## src/core/ssf_pkg.sv

```systemverilog
package ssf_pkg;
  // Register byte offsets
  localparam logic [7:0] CTRL0_OFS = 8'h00;
  localparam logic [7:0] CTRL1_OFS = 8'h04;
  localparam logic [7:0] DATA_OFS = 8'h08;
  localparam logic [7:0] STATUS_OFS = 8'h0c;
  localparam logic [7:0] PRESCALE_OFS = 8'h10;
  localparam logic [7:0] RAW_FLAG_OFS = 8'h14;
  localparam logic [7:0] INT_CLEAR_OFS = 8'h18;
  localparam logic [7:0] DMA_CTRL_OFS = 8'h1c;
  // control_reg_zero fields
  localparam int C0_WSIZE_LSB = 0;
  localparam int C0_FMT_LSB = 4;
  localparam int C0_POL_BIT = 6;
  localparam int C0_PHA_BIT = 7;
  localparam int C0_RATE_LSB = 8;
  localparam logic [1:0] FMT_FOUR_WIRE = 2'h0;
  localparam logic [1:0] FMT_FRAMED_SYNC = 2'h1;
  // control_reg_one fields
  localparam int C1_PORT_ENABLE_BIT = 1;
  // interrupt_clear_reg and raw flag fields
  localparam int ICR_OVERRUN_CLEAR_BIT = 0;
  localparam int ICR_TIMEOUT_CLEAR_BIT = 1;
  localparam int FLG_OVERRUN_BIT = 0;
  localparam int FLG_TIMEOUT_BIT = 1;
  localparam int FLG_RX_LEVEL_BIT = 2;
  localparam int FLG_TX_LEVEL_BIT = 3;
  // dma_control_reg fields
  localparam int DMA_RX_EN_BIT = 0;
  localparam int DMA_TX_EN_BIT = 1;
  // Reset values
  localparam logic [15:0] CTRL0_RST = 16'h0007;
  localparam logic [7:0] PRESCALE_RST = 8'h02;
  localparam logic [1:0] DMA_CTRL_RST = 2'h0;
  // Queue geometry and watermarks
  localparam int FIFO_WIDTH = 16;
  localparam int FIFO_DEPTH = 8;
  localparam int FIFO_AW = 3;
  localparam logic [3:0] WATERMARK = 4'h4;
  localparam logic [3:0] MIN_WSIZE = 4'h3;
  // Idle time before receive time-out, in bit periods and half periods
  localparam int TIMEOUT_BITS = 32;
  localparam logic [6:0] TIMEOUT_HALVES = 7'(2 * TIMEOUT_BITS);
endpackage

```

## src/core/ssf_fifo.sv

```systemverilog
`timescale 1ns/1ps
module ssf_fifo #(
  parameter int W = 16,
  parameter int D = 8,
  parameter int AW = 3
) (
  input wire logic ref_clk,
  input wire logic rst_b,
  input wire logic push,
  input wire logic [W-1:0] wdata,
  input wire logic pop,
  output logic full,
  output logic empty,
  output logic [AW:0] count,
  output logic [W-1:0] rdata
);
  logic [W-1:0] mem_r [D];
  logic [AW-1:0] wptr_r;
  logic [AW-1:0] rptr_r;
  logic [AW:0] cnt_r;
  logic do_push;
  logic do_pop;

  assign full = (cnt_r == (AW+1)'(D));
  assign empty = (cnt_r == '0);
  assign count = cnt_r;
  assign rdata = mem_r[rptr_r];
  assign do_push = push && !full;
  assign do_pop = pop && !empty;

  always_ff @(posedge ref_clk)
  begin
    if (do_push)
    begin
      mem_r[wptr_r] <= wdata;
    end
  end

  always_ff @(posedge ref_clk or negedge rst_b)
  begin
    if (!rst_b)
    begin
      wptr_r <= '0;
      rptr_r <= '0;
      cnt_r <= '0;
    end
    else
    begin
      if (do_push)
      begin
        wptr_r <= (wptr_r == AW'(D-1)) ? '0 : wptr_r + 1'b1;
      end
      if (do_pop)
      begin
        rptr_r <= (rptr_r == AW'(D-1)) ? '0 : rptr_r + 1'b1;
      end
      if (do_push && !do_pop)
      begin
        cnt_r <= cnt_r + 1'b1;
      end
      else if (do_pop && !do_push)
      begin
        cnt_r <= cnt_r - 1'b1;
      end
    end
  end
endmodule

```

## src/core/ssf_port.sv

```systemverilog
// Summary of operation
// - Overrun flag on word arriving at full queue
// - Overflowing and later words are discarded
// - Word stored if space freed before completion
// - Time-out after 32 idle bit periods
// - Receive DMA request at half full
// - Transmit DMA request at half empty
// - DMA request held until clear input
// - DMA requests drop when disabled
// - Bursts of four, none for remainder
// - Start when enabled with queued data
// - Transmit flag when four or fewer queued
// - Word length 4 to 16, MSB first
// - Frame select shape per format
// - Framed sync idle and one-bit pulse
// - Framed sync sample falling, store after
// - Four-wire polarity sets idle, phase sets capture
// - Four-wire idle levels and start timing
// - Four-wire frame select high between words
// - Overrun clear bit clears flag
// - Bit clock from prescale and rate factor
`timescale 1ns/1ps
module ssf_port (
  input wire logic ref_clk,
  input wire logic rst_b,
  input wire logic [7:0] reg_addr,
  input wire logic [31:0] reg_wdata,
  input wire logic reg_wr,
  input wire logic reg_rd,
  output logic [31:0] reg_rdata,
  output logic serial_bit_clock,
  output logic frame_select_line,
  output logic serial_data_out,
  output logic serial_data_out_oe,
  input wire logic serial_data_in,
  output logic dma_rx_burst_request,
  output logic dma_tx_burst_request,
  input wire logic dma_rx_clear,
  input wire logic dma_tx_clear,
  output logic overrun_flag,
  output logic timeout_flag,
  output logic rx_level_flag,
  output logic tx_level_flag,
  output logic combined_port_interrupt
);
  typedef enum logic [2:0] {ST_IDLE, ST_LEAD, ST_BITS, ST_TRAIL, ST_GAP} ssf_state_e;

  localparam int AW = ssf_pkg::FIFO_AW;
  localparam int W = ssf_pkg::FIFO_WIDTH;

  logic [15:0] ctrl0_r;
  logic enable_r;
  logic [7:0] prescale_r;
  logic [1:0] dma_ctrl_r;
  logic [31:0] rdata_r;
  logic ovr_r;
  logic tmo_r;
  logic dma_rx_r;
  logic dma_tx_r;
  logic sdi_s1_r;
  logic sdi_s2_r;
  logic [6:0] pre_cnt_r;
  logic [7:0] rate_cnt_r;
  logic [6:0] to_cnt_r;
  ssf_state_e state_r;
  logic [4:0] cnt_r;
  logic [15:0] tx_sh_r;
  logic [15:0] rx_sh_r;
  logic sdo_r;
  logic sclk_r;
  logic push_pend_r;

  logic wr_hit_data;
  logic rd_hit_data;
  logic wr_icr;
  logic tx_full;
  logic tx_empty;
  logic [AW:0] tx_count;
  logic [W-1:0] tx_rdata;
  logic tx_pop;
  logic rx_full;
  logic rx_empty;
  logic [AW:0] rx_count;
  logic [W-1:0] rx_rdata;
  logic rx_push;
  logic [15:0] rx_word;
  logic [3:0] wsz;
  logic [1:0] fmt;
  logic is_ssi;
  logic pol;
  logic late_cap;
  logic [7:0] rate;
  logic [6:0] half_pre;
  logic pre_tick;
  logic half_tick;
  logic [4:0] last_edge;
  logic edge_lead;
  logic drive_ev;
  logic capture_ev;
  logic start_ev;
  logic busy;
  logic rx_cond;
  logic tx_cond;

  assign wr_hit_data = reg_wr && (reg_addr == ssf_pkg::DATA_OFS);
  assign rd_hit_data = reg_rd && (reg_addr == ssf_pkg::DATA_OFS);
  assign wr_icr = reg_wr && (reg_addr == ssf_pkg::INT_CLEAR_OFS);
  assign fmt = ctrl0_r[ssf_pkg::C0_FMT_LSB +: 2];
  assign is_ssi = (fmt == ssf_pkg::FMT_FRAMED_SYNC);
  assign pol = ctrl0_r[ssf_pkg::C0_POL_BIT] && !is_ssi;
  // phase one and framed sync capture late
  assign late_cap = ctrl0_r[ssf_pkg::C0_PHA_BIT] || is_ssi;
  assign rate = ctrl0_r[ssf_pkg::C0_RATE_LSB +: 8];
  // word size clamped to 4..16 bits
  assign wsz = (ctrl0_r[3:0] < ssf_pkg::MIN_WSIZE) ? ssf_pkg::MIN_WSIZE : ctrl0_r[3:0];
  assign last_edge = {wsz, 1'b1};
  assign busy = (state_r != ST_IDLE);

  ssf_fifo #(.W(W), .D(ssf_pkg::FIFO_DEPTH), .AW(AW)) u_tx_fifo (
    .ref_clk(ref_clk),
    .rst_b(rst_b),
    .push(wr_hit_data),
    .wdata(reg_wdata[W-1:0]),
    .pop(tx_pop),
    .full(tx_full),
    .empty(tx_empty),
    .count(tx_count),
    .rdata(tx_rdata)
  );

  ssf_fifo #(.W(W), .D(ssf_pkg::FIFO_DEPTH), .AW(AW)) u_rx_fifo (
    .ref_clk(ref_clk),
    .rst_b(rst_b),
    .push(rx_push),
    .wdata(rx_word),
    .pop(rd_hit_data),
    .full(rx_full),
    .empty(rx_empty),
    .count(rx_count),
    .rdata(rx_rdata)
  );

  ////////////////////////////////////////////////////////////////////////////
  // Register file
  always_ff @(posedge ref_clk or negedge rst_b)
  begin
    if (!rst_b)
    begin
      ctrl0_r <= ssf_pkg::CTRL0_RST;
      enable_r <= 1'b0;
      prescale_r <= ssf_pkg::PRESCALE_RST;
      dma_ctrl_r <= ssf_pkg::DMA_CTRL_RST;
    end
    else if (reg_wr)
    begin
      case (reg_addr)
        ssf_pkg::CTRL0_OFS: ctrl0_r <= reg_wdata[15:0];
        ssf_pkg::CTRL1_OFS: enable_r <= reg_wdata[ssf_pkg::C1_PORT_ENABLE_BIT];
        ssf_pkg::PRESCALE_OFS: prescale_r <= {reg_wdata[7:1], 1'b0};
        ssf_pkg::DMA_CTRL_OFS: dma_ctrl_r <= reg_wdata[1:0];
        default: ;
      endcase
    end
  end

  always_ff @(posedge ref_clk or negedge rst_b)
  begin
    if (!rst_b)
    begin
      rdata_r <= '0;
    end
    else if (reg_rd)
    begin
      case (reg_addr)
        ssf_pkg::CTRL0_OFS: rdata_r <= {16'h0000, ctrl0_r};
        ssf_pkg::CTRL1_OFS: rdata_r <= {30'h0, enable_r, 1'b0};
        ssf_pkg::DATA_OFS: rdata_r <= rx_empty ? '0 : {16'h0000, rx_rdata};
        ssf_pkg::STATUS_OFS: rdata_r <= {27'h0, busy, rx_full, !rx_empty, !tx_full, tx_empty};
        ssf_pkg::PRESCALE_OFS: rdata_r <= {24'h0, prescale_r};
        ssf_pkg::RAW_FLAG_OFS: rdata_r <= {28'h0, tx_level_flag, rx_level_flag, tmo_r, ovr_r};
        ssf_pkg::DMA_CTRL_OFS: rdata_r <= {30'h0, dma_ctrl_r};
        default: rdata_r <= '0;
      endcase
    end
  end

  assign reg_rdata = rdata_r;

  ////////////////////////////////////////////////////////////////////////////
  // Bit rate generator: one pulse per half bit period
  // even prescale then rate factor plus one
  assign half_pre = (prescale_r[7:1] == 7'h00) ? 7'h01 : prescale_r[7:1];
  assign pre_tick = (pre_cnt_r >= 7'(half_pre - 7'h01));
  assign half_tick = pre_tick && (rate_cnt_r >= rate);

  always_ff @(posedge ref_clk or negedge rst_b)
  begin
    if (!rst_b)
    begin
      pre_cnt_r <= '0;
      rate_cnt_r <= '0;
    end
    else
    begin
      pre_cnt_r <= pre_tick ? '0 : pre_cnt_r + 7'h01;
      if (pre_tick)
      begin
        rate_cnt_r <= half_tick ? '0 : rate_cnt_r + 8'h01;
      end
    end
  end

  always_ff @(posedge ref_clk or negedge rst_b)
  begin
    if (!rst_b)
    begin
      sdi_s1_r <= 1'b0;
      sdi_s2_r <= 1'b0;
    end
    else
    begin
      sdi_s1_r <= serial_data_in;
      sdi_s2_r <= sdi_s1_r;
    end
  end

  ////////////////////////////////////////////////////////////////////////////
  // Frame engine
  // start on enable with queued data
  assign start_ev = (state_r == ST_IDLE) && enable_r && !tx_empty && half_tick;
  assign tx_pop = start_ev;
  assign edge_lead = !cnt_r[0];
  assign capture_ev = (state_r == ST_BITS) && half_tick && (late_cap ? !edge_lead : edge_lead);
  // early phase drives data half period after select drops
  assign drive_ev = half_tick && ((state_r == ST_BITS && (late_cap ? edge_lead : !edge_lead)
                    && cnt_r != last_edge) || (state_r == ST_LEAD && !late_cap && cnt_r == 5'h00));

  always_ff @(posedge ref_clk or negedge rst_b)
  begin
    if (!rst_b)
    begin
      state_r <= ST_IDLE;
      cnt_r <= '0;
    end
    else if (!enable_r)
    begin
      state_r <= ST_IDLE;
      cnt_r <= '0;
    end
    else if (start_ev)
    begin
      state_r <= ST_LEAD;
      cnt_r <= '0;
    end
    else if (half_tick)
    begin
      case (state_r)
        ST_LEAD:
        begin
          cnt_r <= cnt_r + 5'h01;
          // four-wire first clock edge comes one bit period after select drops
          if (cnt_r == 5'h01 || !is_ssi)
          begin
            state_r <= ST_BITS;
            cnt_r <= '0;
          end
        end
        ST_BITS:
        begin
          cnt_r <= cnt_r + 5'h01;
          if (cnt_r == last_edge)
          begin
            // framed sync stores and may restart on next rising edge
            state_r <= is_ssi ? ST_IDLE : ST_TRAIL;
            cnt_r <= '0;
          end
        end
        ST_TRAIL:
        begin
          cnt_r <= cnt_r + 5'h01;
          // select stays low one bit after last clock edge
          if (cnt_r == 5'h01)
          begin
            state_r <= ST_GAP;
          end
        end
        ST_GAP: state_r <= ST_IDLE;
        default: state_r <= ST_IDLE;
      endcase
    end
  end

  always_ff @(posedge ref_clk or negedge rst_b)
  begin
    if (!rst_b)
    begin
      tx_sh_r <= '0;
      sdo_r <= 1'b0;
    end
    else if (start_ev)
    begin
      tx_sh_r <= tx_rdata << (4'hf - wsz);
    end
    else if (drive_ev)
    begin
      sdo_r <= tx_sh_r[15];
      tx_sh_r <= {tx_sh_r[14:0], 1'b0};
    end
    else if (state_r == ST_IDLE)
    begin
      sdo_r <= 1'b0;
    end
  end

  // framed sync clock idles low and runs during the pulse
  always_ff @(posedge ref_clk or negedge rst_b)
  begin
    if (!rst_b)
    begin
      sclk_r <= 1'b0;
    end
    else if (half_tick && (state_r == ST_BITS || (state_r == ST_LEAD && is_ssi)))
    begin
      sclk_r <= !sclk_r;
    end
    else if (state_r == ST_IDLE || state_r == ST_GAP)
    begin
      sclk_r <= pol;
    end
  end

  // shift in on capture edges, store after last bit
  always_ff @(posedge ref_clk or negedge rst_b)
  begin
    if (!rst_b)
    begin
      rx_sh_r <= '0;
      push_pend_r <= 1'b0;
    end
    else
    begin
      if (capture_ev)
      begin
        rx_sh_r <= {rx_sh_r[14:0], sdi_s2_r};
      end
      push_pend_r <= (state_r == ST_BITS) && half_tick && (cnt_r == last_edge) && enable_r;
    end
  end

  assign rx_word = rx_sh_r & (16'hffff >> (4'hf - wsz));
  // discard at full queue or while overrun stands
  // space freed before completion keeps the word
  assign rx_push = push_pend_r && !rx_full && !ovr_r;

  // select low for four-wire frame, pulse high before framed sync word
  assign frame_select_line = is_ssi ? (state_r == ST_LEAD)
                             : (state_r == ST_IDLE || state_r == ST_GAP);
  assign serial_bit_clock = sclk_r;
  assign serial_data_out = sdo_r;
  // framed sync data line released outside the word
  assign serial_data_out_oe = enable_r && (!is_ssi || state_r == ST_BITS);

  ////////////////////////////////////////////////////////////////////////////
  // Event flags
  always_ff @(posedge ref_clk or negedge rst_b)
  begin
    if (!rst_b)
    begin
      ovr_r <= 1'b0;
    end
    // word completing at full queue sets overrun
    else if (push_pend_r && rx_full)
    begin
      ovr_r <= 1'b1;
    end
    else if (wr_icr && reg_wdata[ssf_pkg::ICR_OVERRUN_CLEAR_BIT])
    begin
      ovr_r <= 1'b0;
    end
  end

  // count idle half periods with unread data
  always_ff @(posedge ref_clk or negedge rst_b)
  begin
    if (!rst_b)
    begin
      to_cnt_r <= '0;
    end
    else if (rx_empty || rd_hit_data || busy || !enable_r)
    begin
      to_cnt_r <= '0;
    end
    else if (half_tick && to_cnt_r != ssf_pkg::TIMEOUT_HALVES)
    begin
      to_cnt_r <= to_cnt_r + 7'h01;
    end
  end

  always_ff @(posedge ref_clk or negedge rst_b)
  begin
    if (!rst_b)
    begin
      tmo_r <= 1'b0;
    end
    else if (to_cnt_r == ssf_pkg::TIMEOUT_HALVES)
    begin
      tmo_r <= 1'b1;
    end
    else if ((wr_icr && reg_wdata[ssf_pkg::ICR_TIMEOUT_CLEAR_BIT]) || (start_ev && !rx_full))
    begin
      tmo_r <= 1'b0;
    end
  end

  assign overrun_flag = ovr_r;
  assign timeout_flag = tmo_r;
  assign rx_level_flag = (rx_count >= (AW+1)'(ssf_pkg::WATERMARK));
  // transmit flag at four or fewer, or disabled
  assign tx_level_flag = !enable_r || (tx_count <= (AW+1)'(ssf_pkg::WATERMARK));
  assign combined_port_interrupt = ovr_r || tmo_r || rx_level_flag || tx_level_flag;

  ////////////////////////////////////////////////////////////////////////////
  // DMA requests
  // receive request at half full
  // burst of four filled, none for three
  assign rx_cond = (rx_count >= (AW+1)'(ssf_pkg::WATERMARK));
  // transmit request at four empty locations
  assign tx_cond = (tx_count <= (AW+1)'(ssf_pkg::WATERMARK));

  always_ff @(posedge ref_clk or negedge rst_b)
  begin
    if (!rst_b)
    begin
      dma_rx_r <= 1'b0;
      dma_tx_r <= 1'b0;
    end
    else
    begin
      // disabled port or enable bit drops request
      // held until the matching clear input
      if (!enable_r || !dma_ctrl_r[ssf_pkg::DMA_RX_EN_BIT] || dma_rx_clear)
      begin
        dma_rx_r <= 1'b0;
      end
      else if (rx_cond)
      begin
        dma_rx_r <= 1'b1;
      end
      if (!enable_r || !dma_ctrl_r[ssf_pkg::DMA_TX_EN_BIT] || dma_tx_clear)
      begin
        dma_tx_r <= 1'b0;
      end
      else if (tx_cond)
      begin
        dma_tx_r <= 1'b1;
      end
    end
  end

  assign dma_rx_burst_request = dma_rx_r;
  assign dma_tx_burst_request = dma_tx_r;

  ////////////////////////////////////////////////////////////////////////////
  // Checks
  a_overrun_on_full: assert property (@(posedge ref_clk) disable iff (!rst_b)
    push_pend_r && rx_full |=> ovr_r)
    else $error("overrun not raised on full queue");
  a_discard_words: assert property (@(posedge ref_clk) disable iff (!rst_b)
    push_pend_r && (rx_full || ovr_r) && !rd_hit_data |=> $stable(rx_count))
    else $error("discarded word reached receive queue");
  a_store_freed: assert property (@(posedge ref_clk) disable iff (!rst_b)
    push_pend_r && !rx_full && !ovr_r && !rd_hit_data |=> rx_count == $past(rx_count) + 1'b1)
    else $error("word lost despite free space");
  a_overrun_clear: assert property (@(posedge ref_clk) disable iff (!rst_b)
    wr_icr && reg_wdata[0] && !(push_pend_r && rx_full) |=> !ovr_r)
    else $error("overrun not cleared");
  a_timeout_set: assert property (@(posedge ref_clk) disable iff (!rst_b)
    to_cnt_r == 7'h3f && half_tick && !rx_empty && !busy && !rd_hit_data && enable_r
    |=> ##1 tmo_r)
    else $error("time-out not raised after idle period");
  a_rx_dma_req: assert property (@(posedge ref_clk) disable iff (!rst_b)
    enable_r && dma_ctrl_r[0] && rx_cond && !dma_rx_clear |=> dma_rx_burst_request)
    else $error("receive request missing");
  a_tx_dma_req: assert property (@(posedge ref_clk) disable iff (!rst_b)
    enable_r && dma_ctrl_r[1] && tx_cond && !dma_tx_clear |=> dma_tx_burst_request)
    else $error("transmit request missing");
  a_dma_hold: assert property (@(posedge ref_clk) disable iff (!rst_b)
    dma_rx_r && enable_r && dma_ctrl_r[0] && !dma_rx_clear |=> dma_rx_r)
    else $error("receive request dropped before clear");
  a_dma_off: assert property (@(posedge ref_clk) disable iff (!rst_b)
    !enable_r |=> !dma_rx_burst_request && !dma_tx_burst_request)
    else $error("request while disabled");
  a_start_frame: assert property (@(posedge ref_clk) disable iff (!rst_b)
    start_ev |=> state_r == ST_LEAD ##0 (frame_select_line == is_ssi))
    else $error("frame did not start");
  a_word_length: assert property (@(posedge ref_clk) disable iff (!rst_b)
    $rose(push_pend_r) |-> $past(cnt_r) == last_edge)
    else $error("wrong edge count per word");
  a_tx_level: assert property (@(posedge ref_clk) disable iff (!rst_b)
    $rose(enable_r) && tx_count <= 4'h4 |-> tx_level_flag)
    else $error("transmit flag missing at enable");

  c_overrun: cover property (@(posedge ref_clk) disable iff (!rst_b) $rose(ovr_r));
  c_timeout: cover property (@(posedge ref_clk) disable iff (!rst_b) $rose(tmo_r));
  c_ssi_word: cover property (@(posedge ref_clk) disable iff (!rst_b) rx_push && is_ssi);
  c_rx_dma: cover property (@(posedge ref_clk) disable iff (!rst_b) $fell(dma_rx_r));
endmodule

```

## config.mk

```make
export PLATFORM = sky130hd
export DESIGN_NAME = ssf_port
export DESIGN_NICKNAME = d
export VERILOG_FILES = /design/src/core/ssf_pkg.sv /design/src/core/ssf_fifo.sv /design/src/core/ssf_port.sv
export SDC_FILE = /design/constraint.sdc
export NUM_CORES = 1
export LEC_CHECK = 0
export BUFFER_PORTS_ARGS = -buffer_cell sky130_fd_sc_hd__buf_2
export CAP_MARGIN = 10
export CORE_MARGIN = 4
export CORE_UTILIZATION = 60
export DETAILED_ROUTE_END_ITERATION = 10
export PLACE_DENSITY = 0.78
export REMOVE_ABC_BUFFERS = 1
export SYNTH_ARGS = -nofsm -noshare
export SYNTH_HDL_FRONTEND = slang
export SYNTH_HIERARCHICAL = 1
export SYNTH_SLANG_ARGS = --single-unit
```

## constraint.sdc

```tcl
create_clock -name ref_clk -period 6 [get_ports ref_clk]
set_clock_uncertainty 0.05 [all_clocks]
set_input_delay 1.2 -clock ref_clk [delete_from_list [all_inputs] [get_ports ref_clk]]
set_output_delay 1.2 -clock ref_clk [all_outputs]
set_load 0.01 [all_outputs]
```

==> flow_metrics.py, run 1 <==
metrics = {
    "status": {
        "status": "complete, no violations",
    },
    "clock_network": {
        "cts_hold_buf": 0,
        "h-tree-depth": 2,
        "post_cts_buffers": 0,
        "clockBufferDepth": 3,
        "cts_root_buf": "clkbuf_16",
        "cts_tree": "done",
        "insertion_delay_ps": 530,
        "clk_pin_slew_ps": 60,
        "cts_resized": 0,
        "cts_buffers": 40,
        "cts.sinks": 389,
    },
    "placement": {
        "gp_congestion": 0.938,
        "placed_area_um2": 18700,
        "dp.cells": 1619,
        "post-dp-hpwl_mm": 26.2,
        "port_buffers": 57,
    },
    "logic_synthesis": {
        "postSynth.asyncResetShare": 0.342,
        "synth-edff-count": 256,
        "synth_cell_type_count": 83,
        "ys_seq_elements": 389,
        "synth_cells": 1211,
        "synth_area_um2": 18100,
        "ys_seq_area_frac": 0.608,
        "avgSynthCellArea_um2": 15.0,
        "synth_ff_type": "edfxtp_1",
        "yosys_warnings": 6,
    },
    "cells_and_area": {
        "fin_nets": 1357,
        "final_core_util": 0.673,
        "fin_cells": 1692,
        "final_area_um2": 20000,
        "area_delta_synth_final_pct": 10.5,
        "layout_commonest_cell": "edfxtp_1",
        "layout_common_cells": "edfxtp_1 (256), dfrtp_1 (127), mux2_2 (82), nand2_1 (58), buf_2 (56)",
        "antennaDiodeCount": 0,
        "drive_gt1_frac": 0.224,
    },
    "setup_path": {
        "r2r_slack_ps": 970,
        "cp_max_fo": 20,
        "r2r-start": "prescale_r[3]",
        "start_kind": "register",
        "endpoint_kind": "register",
        "ff2ff_path_depth": 20,
        "critPathMostFrequentCell": "ha_1",
        "r2r_end": "u_tx_fifo/count[3]",
        "required_ps": 6340,
        "crit_type": "reg -> reg",
        "crit_slowest_cell": "or4_1",
        "path_cells": "nor4_1 -> a21oi_1 -> ha_1 -> nand4bb_1 -> xor2_1 -> ha_1 -> nand4_1 -> and3_1 -> o21ai_1 -> buf_4 -> nand3_1 -> buf_4 -> inv_1 -> o41ai_4 -> ha_1 -> inv_1 -> ha_1 -> or4_1 -> o211ai_1 -> o211ai_1",
        "cpPeakStageDelay_ps": 530,
        "crit_arrival_ps": 5370,
    },
    "min_path": {
        "hold_path_class": "reg -> reg",
        "min_from": "sdi_s1_r",
        "holdPathStages": 0,
        "min_to": "sdi_s2_r",
    },
    "die": {
        "row_count": 63,
        "start_util": 0.610,
        "dieArea_um2": 33000,
        "top_level_ports": 90,
        "die_w_um": 182,
        "coreArea_um2": 29700,
        "die_h_um": 182,
    },
    "grt": {
        "overflow": 0,
        "grt_pass1_vias": 10805,
        "grt_pass1_wl_mm": 62.8,
        "grt_max_degree": 96,
        "grt_antenna_before_repair": 0,
        "grt_usage": 0.243,
    },
    "drt": {
        "routedWlPerCell_um": 23.7,
        "drt-initial-drc-count": 1190,
        "viasPerCell": 6.42,
        "wl_mm": 40.1,
        "num_vias": 10869,
        "postRouteAntennaNets": 0,
        "drcViolationCount": 0,
        "dr.pass1.iters": 6,
    },
    "timing": {
        "rsz0062_at_grt": "no",
        "hold_violations": 0,
        "fin_crit_sh": 0.838,
        "slew_headroom": 0.174,
        "setup_viol": 0,
        "finalMaxSlewViolations": 0,
        "tns_ps": 0,
        "worst_slew_pin_slew_ps": 1230,
        "fmax_ghz": 0.199,
        "period_needed_ps": 5030,
    },
    "flow_run": {
        "drv_cap": 0,
    },
    "power_and_ir_drop": {
        "ir_drop_mv": 0.300,
        "p_per_area_nw_per_um2": 367,
        "leakage_nw": 7.62,
    },
}
-- how the worst max path moves through the flow --
stage	startpoint	end	slack, ps	cells past startpoint
floorplan	prescale_r[3]	u_tx_fifo/count[3]	960	17
global placement	prescale_r[3]	u_tx_fifo/count[3]	1160	20
detailed placement	prescale_r[3]	u_tx_fifo/count[3]	1040	20
CTS	prescale_r[3]	u_tx_fifo/count[3]	1010	20
global route	prescale_r[3]	u_tx_fifo/count[3]	660	20
finish	prescale_r[3]	u_tx_fifo/count[3]	970	20
-- where the power goes --
| group | switching (mW) | leakage, nW | internal, mW | total (mW) |
|---|---|---|---|---|
| logic | 0.842 | 2.92 | 0.749 | 1.59 |
| registers | 0.296 | 4.06 | 3.04 | 3.33 |
| clock network | 0.998 | 0.632 | 1.42 | 2.42 |
-- state kept, by name, indices dropped and copies added (netlist names), 4 cells and up --
name and cells:
pre_cnt_r 7, u_rx_fifo/mem_r 128, tx_sh_r 16, u_tx_fifo/mem_r 128, rx_sh_r 16, prescale_r 7, ctrl0_r 16, reg_rdata 16
u_tx_fifo/count 4, rate_cnt_r 8, u_rx_fifo/count 4, to_cnt_r 7, cnt_r 5
-- Yosys cell counts (18+ instances only) --
library cell	count	area, um2
nand3_1	36	180
mux4_1	46	1210
buf_4	19	143
nor3_1	24	120
clkbuf_1	36	135
xnor2_1	18	158
o22ai_1	21	131
inv_1	51	191
mux2_2	82	923
dfrtp_1	129	3230
nor2_1	55	206
nand2_1	58	218
mux4_2	25	563
edfxtp_1	256	7690
o21ai_0	26	130
a21oi_1	27	135
mux2i_1	23	230
ha_1	37	463
-- area by class of cell --
cell class	count	area, um2
sequential	389	11000
fill	1994	9710
multi-input combinational	706	6550
clock buffer	60	1160
tap	390	488
timing repair buffer	82	479
inverter	52	195
clock inverter	13	124
-- per-stage QoR --
| step | setup slack, ps | total power [mW] | hold WS, ps |
|---|---|---|---|
| after detailed placement | 1040 | 4.95 | 298 |
| after floorplan | 961 | 4.44 | 281 |
| final | 970 | 7.35 | 326 |
| after global placement | 1160 | 4.89 | 298 |
| after CTS | 1010 | 7.37 | 330 |
| after global routing | 659 | 7.68 | 345 |
-- per-layer routing --
| layer | track usage | up-vias | part of all wire |
|---|---|---|---|
| met4 | 0.0633 | 0 | 0.027 |
| met1 | 0.353 | 5508 | 0.41 |
| li1 | - | 4811 | - |
| met5 | 0 | - | 0 |
| met2 | 0.391 | 484 | 0.49 |
| met3 | 0.0369 | 66 | 0.077 |
-- critical path, delay by kind of cell, from the launching register on --
kind	cells	cell delay, ps
AOI/OAI and AO/OA	5	700
xor gates and xnor gates	1	80
adders and majority gates	4	1220
buffers and inverters	4	1010
DFF	1	430
and+or+nand+nor	6	1410
-- cells by family after synthesis --
family	Yosys count	share of synthesized area
DFF	389	0.608
buffers and inverters	131	0.0363
xor gates and xnor gates	27	0.0131
other	1	0.000207
AOI/OAI and AO/OA	179	0.0724
muxes	182	0.166
adders and majority gates	39	0.0278
and+or+nand+nor	263	0.0754
Power figures use the tool's default switching activity.
==> inputs of run 2 (changes only) <==
--- a/config.mk
+++ b/config.mk
@@ -5,6 +5,7 @@
 export SDC_FILE = /design/constraint.sdc
 export NUM_CORES = 1
 export LEC_CHECK = 0
+export ABC_AREA = 1
 export BUFFER_PORTS_ARGS = -buffer_cell sky130_fd_sc_hd__buf_2
 export CAP_MARGIN = 10
 export CORE_MARGIN = 4
==> constraint.sdc (replaced) <==
create_clock -name ref_clk -period 5.25 [get_ports ref_clk]
set_clock_uncertainty 0.05 [all_clocks]
set_input_delay 1.05 -clock ref_clk [delete_from_list [all_inputs] [get_ports ref_clk]]
set_output_delay 1.05 -clock ref_clk [all_outputs]
set_load 0.01 [all_outputs]
==> run 2 against run 1 <==
Fmax rose by 8.8%. Non-clock buffer count grew 2. Core utilization increased by 0.58 points.
==> flow_metrics.py, run 2 <==
metrics = {
    "placement": {
        "gp_congestion": 0.903,
        "post-dp-hpwl_mm": 29.3,
        "port_buffers": 57,
        "pre_cts_slack_ps": 831,
        "dp.cells": 2557,
    },
    "grt": {
        "overflow": 0,
        "grt_pass1_vias": 14035,
        "grt_antenna_before_repair": 0,
        "grt_pass1_wl_mm": 72.8,
        "grt_max_degree": 105,
        "grt_usage": 0.264,
    },
    "clock_network": {
        "clockBufferDepth": 3,
        "cts_resized": 0,
        "cts_tree": "done",
        "cts_hold_buf": 0,
        "post_cts_buffers": 0,
        "cts_buffers": 41,
        "h-tree-depth": 2,
        "cts_root_buf": "clkbuf_16",
        "cts.sinks": 389,
        "clk_pin_slew_ps": 60,
        "insertion_delay_ps": 550,
    },
    "logic_synthesis": {
        "ys_top_cells_by_count": "nand2_1 (764), edfxtp_1 (256), nor2_1 (246)",
        "ys_seq_elements": 389,
        "yosys-top-cells-area": "edfxtp_1 (40%), dfrtp_1 (17%), nand2_1 (15%), nor2_1 (4.9%), inv_1 (4.4%)",
        "synth_ff_type": "edfxtp_1",
        "yosysTopAreaCell": "edfxtp_1",
        "synth-edff-count": 256,
        "yosys_warnings": 6,
        "yosysMostFrequentCell": "nand2_1",
        "postSynth.asyncResetShare": 0.342,
        "synth_area_um2": 19000,
        "synth_top_area_share": 0.404,
        "synth_cell_type_count": 54,
        "avgSynthCellArea_um2": 8.81,
        "ys_seq_area_frac": 0.579,
        "synth_cells": 2160,
    },
    "cells_and_area": {
        "layout_commonest_cell": "nand2_1",
        "antennaDiodeCount": 0,
        "layout_common_cells": "nand2_1 (764), edfxtp_1 (256), nor2_1 (246), inv_1 (223), dfrtp_1 (127)",
        "top_regs": "u_rx_fifo/mem_r x128, u_tx_fifo/mem_r x128",
        "fin_nets": 2290,
        "area_delta_synth_final_pct": 10.3,
        "fin_cells": 2633,
        "drive_gt1_frac": 0.0930,
    },
    "setup_path": {
        "endpoint_kind": "register",
        "r2r_end": "u_tx_fifo/count[3]",
        "cp_num_buf_inv": 3,
        "ff2ff_path_depth": 22,
        "cp_top_family": "simple AND/OR/NAND/NOR gates",
        "required_ps": 5630,
        "path_cells": "nor2_1 -> nand3_1 -> o21ai_0 -> inv_1 -> ha_1 -> nand3_1 -> xor2_1 -> ha_1 -> a21o_1 -> nor2_1 -> nand3_4 -> nand3_2 -> inv_1 -> nand2_1 -> ha_1 -> inv_1 -> ha_1 -> or2_2 -> nand2_1 -> nand2_1 -> nand3_1 -> nand2_1",
        "crit_arrival_ps": 5000,
        "cp_max_fo": 19,
        "cpPeakStageDelay_ps": 440,
        "r2r-start": "prescale_r[3]",
        "r2r_slack_ps": 630,
        "crit_slowest_cell": "dfrtp_1",
        "crit_type": "reg -> reg",
        "start_kind": "register",
    },
    "die": {
        "die_w_um": 186,
        "coreArea_um2": 30900,
        "top_level_ports": 90,
        "die_h_um": 186,
        "row_count": 64,
        "start_util": 0.616,
        "dieArea_um2": 34600,
    },
    "min_path": {
        "min_to": "sdi_s2_r",
        "holdPathStages": 0,
        "min_from": "sdi_s1_r",
        "hold_path_class": "reg -> reg",
    },
    "status": {
        "status": "complete, no violations",
    },
    "timing": {
        "finalMaxSlewViolations": 0,
        "rsz0062_at_grt": "no",
        "fin_crit_sh": 0.880,
        "fmax_ghz": 0.216,
        "fin_ws_ps": 628,
        "holdWs_ps": 298,
        "hold_violations": 0,
        "period_needed_ps": 4620,
        "slew_headroom": 0.328,
        "setup_viol": 0,
        "worst_slew_pin_slew_ps": 1010,
        "tns_ps": 0,
    },
    "drt": {
        "viasPerCell": 5.55,
        "dr.pass1.iters": 6,
        "num_vias": 14618,
        "postRouteAntennaNets": 0,
        "routedWlPerCell_um": 17.2,
        "wl_mm": 45.4,
        "drt-initial-drc-count": 1604,
        "drcViolationCount": 0,
    },
    "power_and_ir_drop": {
        "leakage_nw": 9.10,
        "p_per_area_nw_per_um2": 331,
        "ir_drop_mv": 0.266,
        "totalPowerFinal_mw": 6.95,
    },
    "flow_run": {
        "drv_cap": 0,
    },
}
## run 2: changes by cell type in the layout (fill, tap and decap cells not counted), sizes merged, moves of 20 or more
cell / previous run / this run
o21ai: 28 / 156
mux4: 71 / 0
o22ai: 21 / 1
nand2: 61 / 772
mux2: 88 / 1
mux2i: 23 / 0
nand3: 36 / 101
nor2: 59 / 251
inv: 54 / 233
## run 2: report_power, final
group / leakage, nW / internal (mW) / switching [mW]
clock network: 0.721 / 1.85 / 1.24
logic: 4.59 / 0.151 / 0.327
registers: 3.79 / 3.31 / 0.0664
total: 9.10 / 5.31 / 1.64
## run 2: layout make-up
class                   instances  area, um2
well taps                     396        495
repair buffers                 84        494
clock inverters                32        413
clock buffers                  44       1040
inverters                     232        873
fillers                      2284       9920
multi-input cells            1456       6650
flip-flops and latches        389      11000
## run 2: cells by family (layout without fill, tap and decap cells)
kind of cell	count (synthesis)	in the layout	synth area share
other	1	16	0.000197
AND/OR/NAND/NOR	1177	1177	0.249
adder cells (fa/ha/maj)	39	39	0.0264
multiplexers	1	1	0.000591
XOR/XNOR	20	20	0.00920
AO/OA/AOI/OAI	203	203	0.0586
flip-flops	389	389	0.579
buffers and inverters	330	392	0.0766
## run 2: per-layer routing
layer | vias to the layer above | part of all wire | global-route usage
li1 | 6985 | - | -
met1 | 6895 | 0.42 | 0.379
met2 | 632 | 0.47 | 0.427
met3 | 106 | 0.078 | 0.0363
met4 | 0 | 0.031 | 0.0799
met5 | - | 0 | 0
## run 2: stage by stage
| step | util | area [um2] |
|---|---|---|
| after floorplan | - | 18500 |
| after global routing | 0.679 | 21000 |
| after global placement | 0.632 | 19500 |
| after CTS | 0.679 | 21000 |
| after detailed placement | 0.632 | 19500 |
| final | 0.679 | 21000 |
## run 2: how the worst max path moves through the flow
stage	from	endpoint	slack, ps	cells past startpoint
after floorplan	prescale_r[3]	u_tx_fifo/count[3]	1010	23
after global placement	prescale_r[3]	u_tx_fifo/count[3]	1000	22
final	prescale_r[3]	u_tx_fifo/count[3]	630	22
after detailed placement	prescale_r[3]	u_tx_fifo/count[3]	830	22
after global routing	prescale_r[3]	u_tx_fifo/count[3]	370	23
after CTS	prescale_r[3]	u_tx_fifo/count[3]	720	22
## run 2: worst reg2reg max path: cells and delay by family (launching register included)
family / cells / cell delay, ps
fa+ha+maj: 4 / 1040
compound gates: 2 / 510
xor+xnor: 1 / 170
simple gates: 12 / 1850
buf+inv: 3 / 420
flops: 1 / 440
